<file path="config.mk">
export PLATFORM = sky130hd
export DESIGN_NAME = sbr_regs
export DESIGN_NICKNAME = d
export VERILOG_FILES = /design/src/hw/sbr_pkg.sv /design/src/hw/sbr_regs.sv
export VERILOG_INCLUDE_DIRS = /design/src /design/src/hw
export SDC_FILE = /design/constraint.sdc
export NUM_CORES = 1
export LEC_CHECK = 0
export ABC_CLOCK_PERIOD_IN_PS = 6300
export BUFFER_PORTS_ARGS = -buffer_cell sky130_fd_sc_hd__buf_2
export CAP_MARGIN = 20
export CORE_ASPECT_RATIO = 0.5
export CORE_MARGIN = 2
export CORE_UTILIZATION = 32
export DETAILED_ROUTE_END_ITERATION = 10
export HOLD_SLACK_MARGIN = 0.08
export RECOVER_POWER = 25
export SYNTH_ARGS = -nofsm -noshare
export SYNTH_HDL_FRONTEND = slang
export SYNTH_SLANG_ARGS = --single-unit
export TNS_END_PERCENT = 20
</file>
<file path="constraint.sdc">
create_clock -name core_clk_in -period 6.3 [get_ports core_clk_in]
set_input_delay 1.26 -clock core_clk_in [delete_from_list [all_inputs] [get_ports core_clk_in]]
set_output_delay 1.26 -clock core_clk_in [all_outputs]
set_load 0.02 [all_outputs]
</file>
<file path="src/hw/sbr_params.svh">
`ifndef SBR_PARAMS_SVH
`define SBR_PARAMS_SVH
`define SBR_ADDR_STATUS 8'h00
`define SBR_ADDR_MASK 8'h01
`define SBR_ADDR_MODE 8'h3B
`define SBR_ADDR_GAIN 8'h44
`define SBR_ADDR_ROUTING 8'h45
`define SBR_ADDR_CHGAIN 8'h55
`define SBR_RST_MODE 16'h22FC
`define SBR_RST_GAIN 16'h1C38
`define SBR_RST_ROUTING 16'hADA5
`define SBR_RST_MASK 16'h00FF
`define SBR_RST_CHGAIN 16'h0000
`define SBR_ROUTE_FULL 16'hADA5
`define SBR_ROUTE_TIA_ADC 16'hB065
`define SBR_BIT_CLEAR 15
`define SBR_BIT_IND_EN 6
`define SBR_BIT_B_FLAG 6
`define SBR_BIT_A_FLAG 5
`define SBR_BIT_SPARE 7
`define SBR_BIT_B_MASK 6
`define SBR_BIT_A_MASK 5
`endif

</file>
<file path="src/hw/sbr_pkg.sv">
package sbr_pkg;
	// Transimpedance gain selection, one-hot per channel.
	typedef enum logic [3:0]
	{
		SBR_GAIN_200K = 4'h1,
		SBR_GAIN_100K = 4'h2,
		SBR_GAIN_50K = 4'h4,
		SBR_GAIN_25K = 4'h8
	} sbr_gain_t;
	// Front-end routing modes decoded from the routing word.
	typedef enum logic [1:0]
	{
		SBR_ROUTE_RSVD = 2'h0,
		SBR_ROUTE_FULL_PATH = 2'h1,
		SBR_ROUTE_TIA_CONV = 2'h2
	} sbr_route_t;
endpackage

</file>
<file path="src/hw/sbr_regs.sv">
`timescale 1ns/1ps
`include "sbr_params.svh"

// Functional notes
// - Override bit 6 set: ch1 from gain bits [1:0], ch2-4 from chgain bits [7:6], [9:8], [11:10].
// - Override clear: gain bits [1:0] apply to all four channels.
// - Gain code 0..3 selects 200k, 100k, 50k, 25k ohm.
// - Routing resets to 0xADA5 full path; 0xB065 TIA-converter; others reserved.
// - Status bits [15:8] report FIFO bytes available.
// - With access enable set, writing 1 to status bit 15 empties FIFO.
// - Slot B event sets status bit 6, slot A event sets bit 5.
// - Writing 1 to a slot flag clears it.
// - Writing 0 to a slot flag leaves it unchanged.
// - Mask bits 6 and 5 gate slot events, 0 enables, reset to 1.
module sbr_regs
	import sbr_pkg::*;
(
	input wire logic core_clk_in,
	input wire logic arst_n_in,
	input wire logic [7:0] reg_addr_in,
	input wire logic reg_wr_in,
	input wire logic [15:0] reg_wdata_in,
	output logic [15:0] reg_rdata_out,
	input wire logic [7:0] buffer_byte_count_in,
	input wire logic buffer_access_enable_in,
	output logic buffer_clear_out,
	input wire logic second_slot_event_in,
	input wire logic first_slot_event_in,
	output logic second_slot_event_pending_out,
	output logic first_slot_event_pending_out,
	output logic [15:0] second_slot_frontend_mode_out,
	output logic [3:0] second_slot_ch_gain_out [4],
	output logic [1:0] second_slot_route_out
);
	logic [15:0] mode_r;
	logic [15:0] gain_r;
	logic [15:0] routing_r;
	logic [15:0] mask_r;
	logic [15:0] chgain_r;
	logic status_spare_r;
	logic [4:0] status_rsvd_r;
	logic second_slot_event_flag_r;
	logic first_slot_event_flag_r;
	logic buffer_clear_r;

	// Maps a two-bit code to a one-hot gain selection.
	function automatic logic [3:0] gain_decode(input logic [1:0] code);
		return 4'h1 << code;
	endfunction

	// Address decode strobes.
	wire wr_status = reg_wr_in && (reg_addr_in == `SBR_ADDR_STATUS);
	wire wr_mask = reg_wr_in && (reg_addr_in == `SBR_ADDR_MASK);
	wire wr_mode = reg_wr_in && (reg_addr_in == `SBR_ADDR_MODE);
	wire wr_gain = reg_wr_in && (reg_addr_in == `SBR_ADDR_GAIN);
	wire wr_routing = reg_wr_in && (reg_addr_in == `SBR_ADDR_ROUTING);
	wire wr_chgain = reg_wr_in && (reg_addr_in == `SBR_ADDR_CHGAIN);
	wire second_slot_per_channel_gain_enable = gain_r[`SBR_BIT_IND_EN];
	wire [1:0] second_slot_gain_code = gain_r[1:0];

	// Flag next values: set wins over a simultaneous clear.
	// write one clears
	wire b_flag_nxt = second_slot_event_in
		|| (second_slot_event_flag_r && !(wr_status && reg_wdata_in[`SBR_BIT_B_FLAG]));
	wire a_flag_nxt = first_slot_event_in
		|| (first_slot_event_flag_r && !(wr_status && reg_wdata_in[`SBR_BIT_A_FLAG]));

	// Configuration registers with reset defaults.
	// defaults and reserved retention
	always_ff @(posedge core_clk_in or negedge arst_n_in)
	begin
		if (!arst_n_in)
		begin
			mode_r <= `SBR_RST_MODE;
			gain_r <= `SBR_RST_GAIN;
			routing_r <= `SBR_RST_ROUTING;
			mask_r <= `SBR_RST_MASK;
			chgain_r <= `SBR_RST_CHGAIN;
		end
		else
		begin
			if (wr_mode) mode_r <= reg_wdata_in;
			if (wr_gain) gain_r <= reg_wdata_in;
			if (wr_routing) routing_r <= reg_wdata_in;
			if (wr_mask) mask_r <= reg_wdata_in;
			if (wr_chgain) chgain_r <= reg_wdata_in;
		end
	end

	// Status flags, reserved status bits and the FIFO clear pulse.
	// event sets flag
	always_ff @(posedge core_clk_in or negedge arst_n_in)
	begin
		if (!arst_n_in)
		begin
			second_slot_event_flag_r <= 1'b0;
			first_slot_event_flag_r <= 1'b0;
			status_rsvd_r <= 5'h00;
			status_spare_r <= 1'b0;
			buffer_clear_r <= 1'b0;
		end
		else
		begin
			second_slot_event_flag_r <= b_flag_nxt;
			first_slot_event_flag_r <= a_flag_nxt;
			buffer_clear_r <= wr_status && reg_wdata_in[`SBR_BIT_CLEAR] && buffer_access_enable_in;
			if (wr_status)
			begin
				status_rsvd_r <= reg_wdata_in[4:0];
				status_spare_r <= reg_wdata_in[`SBR_BIT_SPARE];
			end
		end
	end

	// Per-channel gain selection.
	// per-channel override
	assign second_slot_ch_gain_out[0] = gain_decode(second_slot_gain_code);
	assign second_slot_ch_gain_out[1] = gain_decode(second_slot_per_channel_gain_enable
		? chgain_r[7:6] : second_slot_gain_code);
	assign second_slot_ch_gain_out[2] = gain_decode(second_slot_per_channel_gain_enable
		? chgain_r[9:8] : second_slot_gain_code);
	assign second_slot_ch_gain_out[3] = gain_decode(second_slot_per_channel_gain_enable
		? chgain_r[11:10] : second_slot_gain_code);

	// Routing decode; reserved words report as reserved.
	// routing modes
	assign second_slot_route_out = (routing_r == `SBR_ROUTE_FULL) ? SBR_ROUTE_FULL_PATH :
		(routing_r == `SBR_ROUTE_TIA_ADC) ? SBR_ROUTE_TIA_CONV : SBR_ROUTE_RSVD;

	// Masked pending events; a mask bit of zero enables.
	// mask gating
	assign second_slot_event_pending_out = second_slot_event_flag_r && !mask_r[`SBR_BIT_B_MASK];
	assign first_slot_event_pending_out = first_slot_event_flag_r && !mask_r[`SBR_BIT_A_MASK];
	assign second_slot_frontend_mode_out = mode_r;
	assign buffer_clear_out = buffer_clear_r;

	// Read multiplexer; unmapped addresses read zero.
	// byte count readback
	always_comb
	begin
		unique case (reg_addr_in)
			`SBR_ADDR_STATUS: reg_rdata_out = {buffer_byte_count_in, status_spare_r,
				second_slot_event_flag_r, first_slot_event_flag_r, status_rsvd_r};
			`SBR_ADDR_MASK: reg_rdata_out = mask_r;
			`SBR_ADDR_MODE: reg_rdata_out = mode_r;
			`SBR_ADDR_GAIN: reg_rdata_out = gain_r;
			`SBR_ADDR_ROUTING: reg_rdata_out = routing_r;
			`SBR_ADDR_CHGAIN: reg_rdata_out = chgain_r;
			default: reg_rdata_out = 16'h0000;
		endcase
	end

	// Assertions.
	property p_clear_b;
		@(posedge core_clk_in) disable iff (!arst_n_in)
		(wr_status && reg_wdata_in[6] && !second_slot_event_in) |=> !second_slot_event_flag_r;
	endproperty
	a_clear_b: assert property (p_clear_b) else $error("slot B flag not cleared");
	property p_keep_b;
		@(posedge core_clk_in) disable iff (!arst_n_in)
		(second_slot_event_flag_r && !(wr_status && reg_wdata_in[6])) |=> second_slot_event_flag_r;
	endproperty
	a_keep_b: assert property (p_keep_b) else $error("slot B flag lost");
	property p_set_a;
		@(posedge core_clk_in) disable iff (!arst_n_in)
		first_slot_event_in |=> first_slot_event_flag_r;
	endproperty
	a_set_a: assert property (p_set_a) else $error("slot A flag not set");
	property p_fifo_clr;
		@(posedge core_clk_in) disable iff (!arst_n_in)
		(wr_status && reg_wdata_in[15]) |=> (buffer_clear_out == $past(buffer_access_enable_in));
	endproperty
	a_fifo_clr: assert property (p_fifo_clr) else $error("FIFO clear wrong");
	property p_common_gain;
		@(posedge core_clk_in) disable iff (!arst_n_in)
		!gain_r[6] |-> (second_slot_ch_gain_out[3] == second_slot_ch_gain_out[0]);
	endproperty
	a_common_gain: assert property (p_common_gain) else $error("channel gains differ");
	property p_ind_gain;
		@(posedge core_clk_in) disable iff (!arst_n_in)
		gain_r[6] |-> (second_slot_ch_gain_out[3] == (4'h1 << chgain_r[11:10]));
	endproperty
	a_ind_gain: assert property (p_ind_gain) else $error("ch4 gain wrong");
	property p_count;
		@(posedge core_clk_in) disable iff (!arst_n_in)
		(reg_addr_in == 8'h00) |-> (reg_rdata_out[15:8] == buffer_byte_count_in);
	endproperty
	a_count: assert property (p_count) else $error("byte count wrong");
	property p_mask;
		@(posedge core_clk_in) disable iff (!arst_n_in)
		mask_r[6] |-> !second_slot_event_pending_out;
	endproperty
	a_mask: assert property (p_mask) else $error("masked event pending");
	property p_set_b;
		@(posedge core_clk_in) disable iff (!arst_n_in)
		second_slot_event_in |=> second_slot_event_flag_r;
	endproperty
	a_set_b: assert property (p_set_b) else $error("slot B flag not set");
	property p_clear_a;
		@(posedge core_clk_in) disable iff (!arst_n_in)
		(wr_status && reg_wdata_in[`SBR_BIT_A_FLAG] && !first_slot_event_in) |=> !first_slot_event_flag_r;
	endproperty
	a_clear_a: assert property (p_clear_a) else $error("slot A flag not cleared");
	property p_keep_a;
		@(posedge core_clk_in) disable iff (!arst_n_in)
		(first_slot_event_flag_r && !(wr_status && reg_wdata_in[`SBR_BIT_A_FLAG])) |=> first_slot_event_flag_r;
	endproperty
	a_keep_a: assert property (p_keep_a) else $error("slot A flag lost");
	property p_mask_a;
		@(posedge core_clk_in) disable iff (!arst_n_in)
		mask_r[`SBR_BIT_A_MASK] |-> !first_slot_event_pending_out;
	endproperty
	a_mask_a: assert property (p_mask_a) else $error("masked slot A event pending");
	property p_clr_cause;
		@(posedge core_clk_in) disable iff (!arst_n_in)
		buffer_clear_out |-> ($past(wr_status) && $past(reg_wdata_in[`SBR_BIT_CLEAR]) && $past(buffer_access_enable_in));
	endproperty
	a_clr_cause: assert property (p_clr_cause) else $error("FIFO clear without request");
	property p_route_tia;
		@(posedge core_clk_in) disable iff (!arst_n_in)
		(routing_r == `SBR_ROUTE_TIA_ADC) |-> (second_slot_route_out == SBR_ROUTE_TIA_CONV);
	endproperty
	a_route_tia: assert property (p_route_tia) else $error("routing mode wrong");
	property p_ch1_gain;
		@(posedge core_clk_in) disable iff (!arst_n_in)
		gain_r[`SBR_BIT_IND_EN] |-> (second_slot_ch_gain_out[0] == (4'h1 << gain_r[1:0]));
	endproperty
	a_ch1_gain: assert property (p_ch1_gain) else $error("ch1 gain wrong");
endmodule

</file>
==> impl_results.md, run 1 <==
* Final Cell Area at 5470 sq um
* Main synth FF type: dfrtp_1
* Cell count of the worst reg-to-reg path at 1
* Slew @ Worst Pin at 2.11 ns
* CTS buffer count at 9
* Final TNS setup at 0 ns
* Hold Vio Cnt, Final at 0
* Worst Setup SP: reg_addr_in[3]
* Post-Syn Area at 4480 sq um
* Routed len/inst at 18.9 um
* # resized after CTS at 0
* Pleak at 2.67 nW
* Port Buffers at 90
* Hold buffers post-CTS at 0
* Sequential share of power at 0.467
* Period minus WS final at 4.55 ns
* Drt total wl at 11900 um
* Post-layout util at 0.402
* Ys Warns at 0
* # clock sinks at 89
* Critical path's largest stage delay at 0.63 ns
* Largest net degree at the start of global routing at 52
* RSZ-0062 raised after global routing: false
* WP data arrival at 3.29 ns
* Reg2Reg Launch Point: gain_r[1]
* Flop2flop setup slack at 5.36 ns
* Switch share at 0.239
* Max IR drop VDD at 142 uV
* Starting Density at 0.329
* Nets@finish at 469
* Syn avg cell area at 13.1 sq um
* Fill cells at 1313
* Final Cycle Share at 0.723
* GRT Util Overall at 0.167
* Post-DP HPWL at 8180 um
* Synthesis-to-finish area growth at 22.0%
* Clock Pin Slew Worst Setup and Hold Paths at 0.06 ns
* Critical path buffers and inverters at 3
* CTS max path bufs at 2
* Antenna violations before repair at 0
* Max-cap violations at 1
* Clock Latency Late Sink at 0.34 ns
* Sw power at 0.321 mW
* Synth async-reset ratio at 1.00
* Die ar. at 15000 sq um
* DR pass1 iterations at 4
* Top cell by count, worst path: buf_2
* Via count at 3187
* Clock power share at 0.436
* Worst Skew at 0 ns
* Drt initial violations at 151
* Crit-path max FO at 9
* Internal cell power at 1.02 mW
* Vias in the first global route at 3150
* Cell Rows at 30
* Worst Path Class, Setup: input pin to output port
* Status: finished, violations left
* R2R Path End: gain_r[1]
* Final Setup Violations at 0
* Synth unique cells at 36
* Antenna diodes at 0
* TritonCTS clock tree: built
* Slew HR at -0.409
* Share of cells above drive strength 1 at 0.553
* End point of the critical path: reg_rdata_out[3]
* Max-slew violations at 40
* Top cell family by delay on the critical path: simple AND/OR/NAND/NOR gates
* Type of the worst min-delay path: register to register
* First-pass GRT wire length at 18400 um
* Register bit total from synthesis at 89
* Post-synth net total at 381
* Gp weighted congestion at 0.747
* Crit. End Element: output port
* Post-synth EDFFs at 0
* Chip height at 87.7 um
* Post-CTS setup buffers at 0
* # IOs at 91
* Residual DRC at 0
* CP required at 5.04 ns
* Depth of the CTS H-tree at 3
* Die W at 171 um
* Combinational Power Share at 0.097
* GRT Residual Overflow at 0
* Core Box Area at 13600 sq um
* Cell chain of the critical path: buf_2, or4_4, nor2_1, buf_4, a221o_1, buf_2
* Startpoint types: input pin
* PwrDens at 245 nW/um^2
* Vias per std cell at 5.07
* Post-synthesis sequential area ratio at 0.505
* Cells after synthesis at 343
* Post-DP Area at 5150 sq um
* Clock root cell: clkbuf_16
* Fmax at 220 MHz
* Routed Antenna Nets at 0
* CP Depth at 6
* CP max stage cell: or4_4
* Failing checks: max-capacitance violations, max-slew violations
[placed cells by master, fill, tap and decap left out, types with 10 or more instances in the layout]
master,count
mux2_2,76
o21ai_0,12
o22ai_1,16
and3_1,17
mux2i_1,32
a221o_1,16
mux2_4,10
buf_2,89
dfrtp_1,58
dfstp_2,31
[flip-flops by register name (all words and copies together) (netlist names)]
| signal | cells |
|---|---|
| mask_r | 16 |
| status_spare_r | 1 |
| gain_r | 16 |
| status_rsvd_r | 5 |
| buffer_clear_out | 1 |
| second_slot_event_flag_r | 1 |
| routing_r | 16 |
| second_slot_frontend_mode_out | 16 |
| chgain_r | 16 |
| first_slot_event_flag_r | 1 |
[final cells by class]
class / count / area (sq um) / share of cell area
clock buffers: 10 / 239 / 0.0437
clock inverters: 6 / 90.1 / 0.0165
inverters: 5 / 18.8 / 0.00343
multi-input cells: 227 / 2100 / 0.384
flip-flops and latches: 89 / 2270 / 0.414
well taps: 192 / 240 / 0.0439
repair buffers: 99 / 517 / 0.0944
[cell usage after synthesis (all sizes together) (2+ instances only)]
| library cell | instances | area, sq um |
|---|---|---|
| mux2 | 86 | 1010 |
| dfrtp | 58 | 1450 |
| mux2i | 32 | 320 |
| dfstp | 31 | 815 |
| and3 | 17 | 106 |
| a221o | 16 | 160 |
| o22ai | 16 | 100 |
| clkbuf | 12 | 45.0 |
| o21ai | 12 | 60.1 |
| buf | 10 | 73.8 |
| nand2 | 8 | 30.0 |
| nor2 | 7 | 26.3 |
| nor4 | 6 | 73.8 |
| inv | 5 | 18.8 |
| nand2b | 4 | 25.0 |
| nor2b | 4 | 25.0 |
| nor3 | 3 | 25.0 |
| or4 | 3 | 30.0 |
| a31oi | 2 | 12.5 |
| nand3 | 2 | 10.0 |
| nand4b | 2 | 17.5 |
[routing by layer]
metal | wire length (um) | up-vias | global-route usage | share of wire
met4 | 131 | 0 | 0.0501 | 0.011
met5 | 0 | - | 0 | 0
met3 | 401 | 10 | 0.0352 | 0.034
met2 | 5420 | 54 | 0.256 | 0.46
li1 | - | 1472 | - | -
met1 | 5920 | 1651 | 0.240 | 0.50
[per-stage QoR]
| stage | total power [mW] | hold slack [ns] | worst slack, ns | instances |
|---|---|---|---|---|
| finish | 1.34 | 0.498 | 1.75 | 628 |
| global route | 1.40 | 0.508 | 1.63 | 628 |
| CTS | 1.36 | 0.503 | 1.73 | 628 |
| detailed placement | 0.767 | 0.489 | 1.74 | 612 |
| global placement | 0.765 | 0.481 | 1.77 | 612 |
| floorplan | 0.706 | 0.472 | 2.14 | 343 |
[worst min-delay path by stage]
stage / startpoint / endpoint / slack [ns] / depth (start not counted)
2_1_floorplan: chgain_r[0] / chgain_r[0] / 0.47 / 1
3_3_place_gp: chgain_r[15] / chgain_r[15] / 0.48 / 1
3_5_place_dp: chgain_r[15] / chgain_r[15] / 0.49 / 1
4_1_cts: chgain_r[2] / chgain_r[2] / 0.50 / 1
5_1_grt: chgain_r[15] / chgain_r[15] / 0.51 / 1
6_report: chgain_r[0] / chgain_r[0] / 0.50 / 1
[power groups by stage]
stage               Sequential, mW  Combinational, mW  Clock [mW]
detailed placement           0.635              0.132           0
global route                 0.629              0.142       0.626
floorplan                    0.634             0.0719           0
finish                       0.626              0.130       0.585
CTS                          0.625              0.132       0.600
global placement             0.634              0.130           0
[cells by family (layout without fill, tap and decap cells)]
logic type / after synthesis / count (layout) / share of synthesized area
buffers and inverters: 27 / 120 / 0.0307
AO/OA/AOI/OAI: 46 / 46 / 0.0742
multiplexers: 118 / 118 / 0.296
flip-flops: 89 / 89 / 0.505
AND/OR/NAND/NOR: 63 / 63 / 0.0940
(Power assumes the default switching activity.)
==> run 2: changes to the inputs <==
--- a/config.mk
+++ b/config.mk
@@ -6,7 +6,7 @@
 export SDC_FILE = /design/constraint.sdc
 export NUM_CORES = 1
 export LEC_CHECK = 0
-export ABC_CLOCK_PERIOD_IN_PS = 6300
+export ABC_CLOCK_PERIOD_IN_PS = 3690
 export BUFFER_PORTS_ARGS = -buffer_cell sky130_fd_sc_hd__buf_2
 export CAP_MARGIN = 20
 export CORE_ASPECT_RATIO = 0.5
==> constraint.sdc (replaced) <==
create_clock -name core_clk_in -period 3.69 [get_ports core_clk_in]
set_input_delay 0.738 -clock core_clk_in [delete_from_list [all_inputs] [get_ports core_clk_in]]
set_output_delay 0.738 -clock core_clk_in [all_outputs]
set_load 0.02 [all_outputs]
==> run 2 against run 1 <==
The flow still finishes with violations (max-capacitance violations, max-slew violations). Combinational power rose by 73%. Sequential share of layout area fell by 0.64 points. Routed wire length grew 0.70%. Setup slack got worse by 1.1 ns. Critical path depth stayed put. Via count up 2.2%. Clock skew did not move. Die area stayed put. Sequential cell count stayed put. Clock power rose by 68%. Non-clock buffer count is 11 higher.
==> impl_results.md, run 2 (synthesized netlist as in run 1, its figures left out) <==
* Synthesis-to-finish area growth at 23.9%
* Max-cap violations at 1 (unchanged)
* Internal cell power at 1.75 mW (+71%)
* Port Buffers at 90 (unchanged)
* WP data arrival at 2.28 ns (-1.01 ns)
* CP required at 2.95 ns (-2.09 ns)
* Crit. End Element: output port
* R2R Path End: gain_r[6]
* Worst Path Class, Setup: input pin to output port
* Drt initial violations at 149 (-1.3%)
* Vias per std cell at 5.10 (+0.41%)
* # IOs at 91 (unchanged)
* # clock sinks at 89 (unchanged)
* Cell chain of the critical path: buf_2, buf_12, mux2i_1, o22ai_1, a221o_1, buf_2
* Routed len/inst at 18.7 um (-1.0%)
* Residual DRC at 0 (unchanged)
* Core Box Area at 13600 sq um (unchanged)
* Pleak at 2.74 nW (+2.5%)
* CTS buffer count at 9 (unchanged)
* PwrDens at 409 nW/um^2 (+67%)
* Final Setup Violations at 0 (unchanged)
* Failing checks: max-capacitance violations, max-slew violations
* Period minus WS final at 3.02 ns
* Final Cycle Share at 0.817
* Critical path's largest stage delay at 0.42 ns (-0.21 ns)
* Switch share at 0.231 (-0.00834)
* Slew @ Worst Pin at 1.66 ns (-0.455 ns)
* Slew HR at -0.106 (+0.303)
* Cell count of the worst reg-to-reg path at 1 (unchanged)
* CTS max path bufs at 2 (unchanged)
* Starting Density at 0.329 (unchanged)
* CP max stage cell: buf_2
* Startpoint types: input pin
* Via count at 3256 (+2.2%)
* Largest net degree at the start of global routing at 67 (+29%)
* Share of cells above drive strength 1 at 0.564 (+0.0110)
* Clock root cell: clkbuf_16
* Crit-path max FO at 19 (+10)
* Drt total wl at 12000 um (+0.70%)
* Max IR drop VDD at 165 uV (+17%)
* RSZ-0062 raised after global routing: false
* Critical path buffers and inverters at 3 (unchanged)
* Clock power share at 0.431 (-0.005)
* Fmax at 332 MHz
* Antenna violations before repair at 0 (unchanged)
* Clock Pin Slew Worst Setup and Hold Paths at 0.06 ns (about the same)
* Type of the worst min-delay path: register to register
* Post-CTS setup buffers at 0 (unchanged)
* Worst Setup SP: reg_addr_in[0]
* Most frequent cells in the layout: buf_2 (89), mux2_2 (76), dfrtp_1 (58), mux2i_1 (32), dfstp_2 (31)
* Clock Latency Late Sink at 0.33 ns (about the same)
* GRT Util Overall at 0.167 (-0.000891)
* Cell Rows at 30 (unchanged)
* TritonCTS clock tree: built
* Worst Skew at 0 ns (unchanged)
* Leading cell type in the layout, fill and taps excluded: buf_2
* Hold buffers post-CTS at 0 (unchanged)
* Nets@finish at 480 (+2.3%)
* Top cell family by delay on the critical path: buffers and inverters
* Sw power at 0.526 mW (+64%)
* DR pass1 iterations at 4 (unchanged)
* Flop2flop setup slack at 2.74 ns (-2.62 ns)
* Chip height at 87.7 um (unchanged)
* CP Depth at 6 (unchanged)
* Max-slew violations at 67 (+68%)
* First-pass GRT wire length at 18500 um (+0.22%)
* Post-layout util at 0.408 (+0.00634)
* Final TNS setup at 0 ns (unchanged)
* End point of the critical path: reg_rdata_out[11]
* Vias in the first global route at 3219 (+2.2%)
* Depth of the CTS H-tree at 3 (unchanged)
* Gp weighted congestion at 0.725 (-2.9%)
* Top cell by count, worst path: buf_2
* Combinational Power Share at 0.099 (+0.002)
* Die ar. at 15000 sq um (unchanged)
* # resized after CTS at 0 (unchanged)
* Sequential share of power at 0.470 (+0.003)
* Status: finished, violations left
* Reg2Reg Launch Point: gain_r[6]
* GRT Residual Overflow at 0 (unchanged)
* Antenna diodes at 0 (unchanged)
* Post-DP HPWL at 8290 um (+1.3%)
* Hold Vio Cnt, Final at 0 (unchanged)
* Die W at 171 um (unchanged)
* Routed Antenna Nets at 0 (unchanged)
## run 2: metrics by stage
step | hold slack [ns] | instances | setup WS (ns) | area (sq um) | power [mW]
CTS | 0.501 | 639 | 0.661 | 5560 | 2.30
global placement | 0.480 | 623 | 0.679 | 5230 | 1.31
finish | 0.497 | 639 | 0.674 | 5560 | 2.27
detailed placement | 0.487 | 623 | 0.659 | 5230 | 1.31
floorplan | 0.442 | 343 | 0.574 | 4480 | 1.21
global route | 0.506 | 639 | 0.561 | 5560 | 2.37
## run 2: cell type report
cell class	instances	area (sq um)
flip-flops and latches	89	2270
multi-input cells	227	2090
well taps	192	240
clock buffers	15	298
fillers	1319	8070
clock inverters	1	30.0
repair buffers	110	613
inverters	5	18.8
## run 2: how the worst min path moves through the flow
stage                     cells after the start  slack [ns]                to    startpoint
after floorplan                               0        0.44  buffer_clear_out     arst_n_in
after global placement                        1        0.48      chgain_r[12]  chgain_r[12]
after detailed placement                      1        0.49       chgain_r[5]   chgain_r[5]
after CTS                                     1        0.50       chgain_r[0]   chgain_r[0]
after global routing                          1        0.51      chgain_r[14]  chgain_r[14]
final                                         1        0.50       chgain_r[1]   chgain_r[1]
## run 2: power by group through the flow
stage	registers (mW)	logic, mW	clock network (mW)
final	1.07	0.225	0.980
after global placement	1.08	0.224	0
after global routing	1.08	0.246	1.05
after CTS	1.07	0.228	1.00
after detailed placement	1.08	0.227	0
after floorplan	1.08	0.123	0
## run 2: routing by layer
layer / part of all wire / vias to the layer above / GRT usage / wire (um)
met5: 0 / - / 0 / 0
met4: 0.012 / 0 / 0.0532 / 141
met3: 0.040 / 13 / 0.0362 / 476
met2: 0.45 / 60 / 0.254 / 5340
met1: 0.50 / 1697 / 0.238 / 6000
li1: - / 1486 / - / -
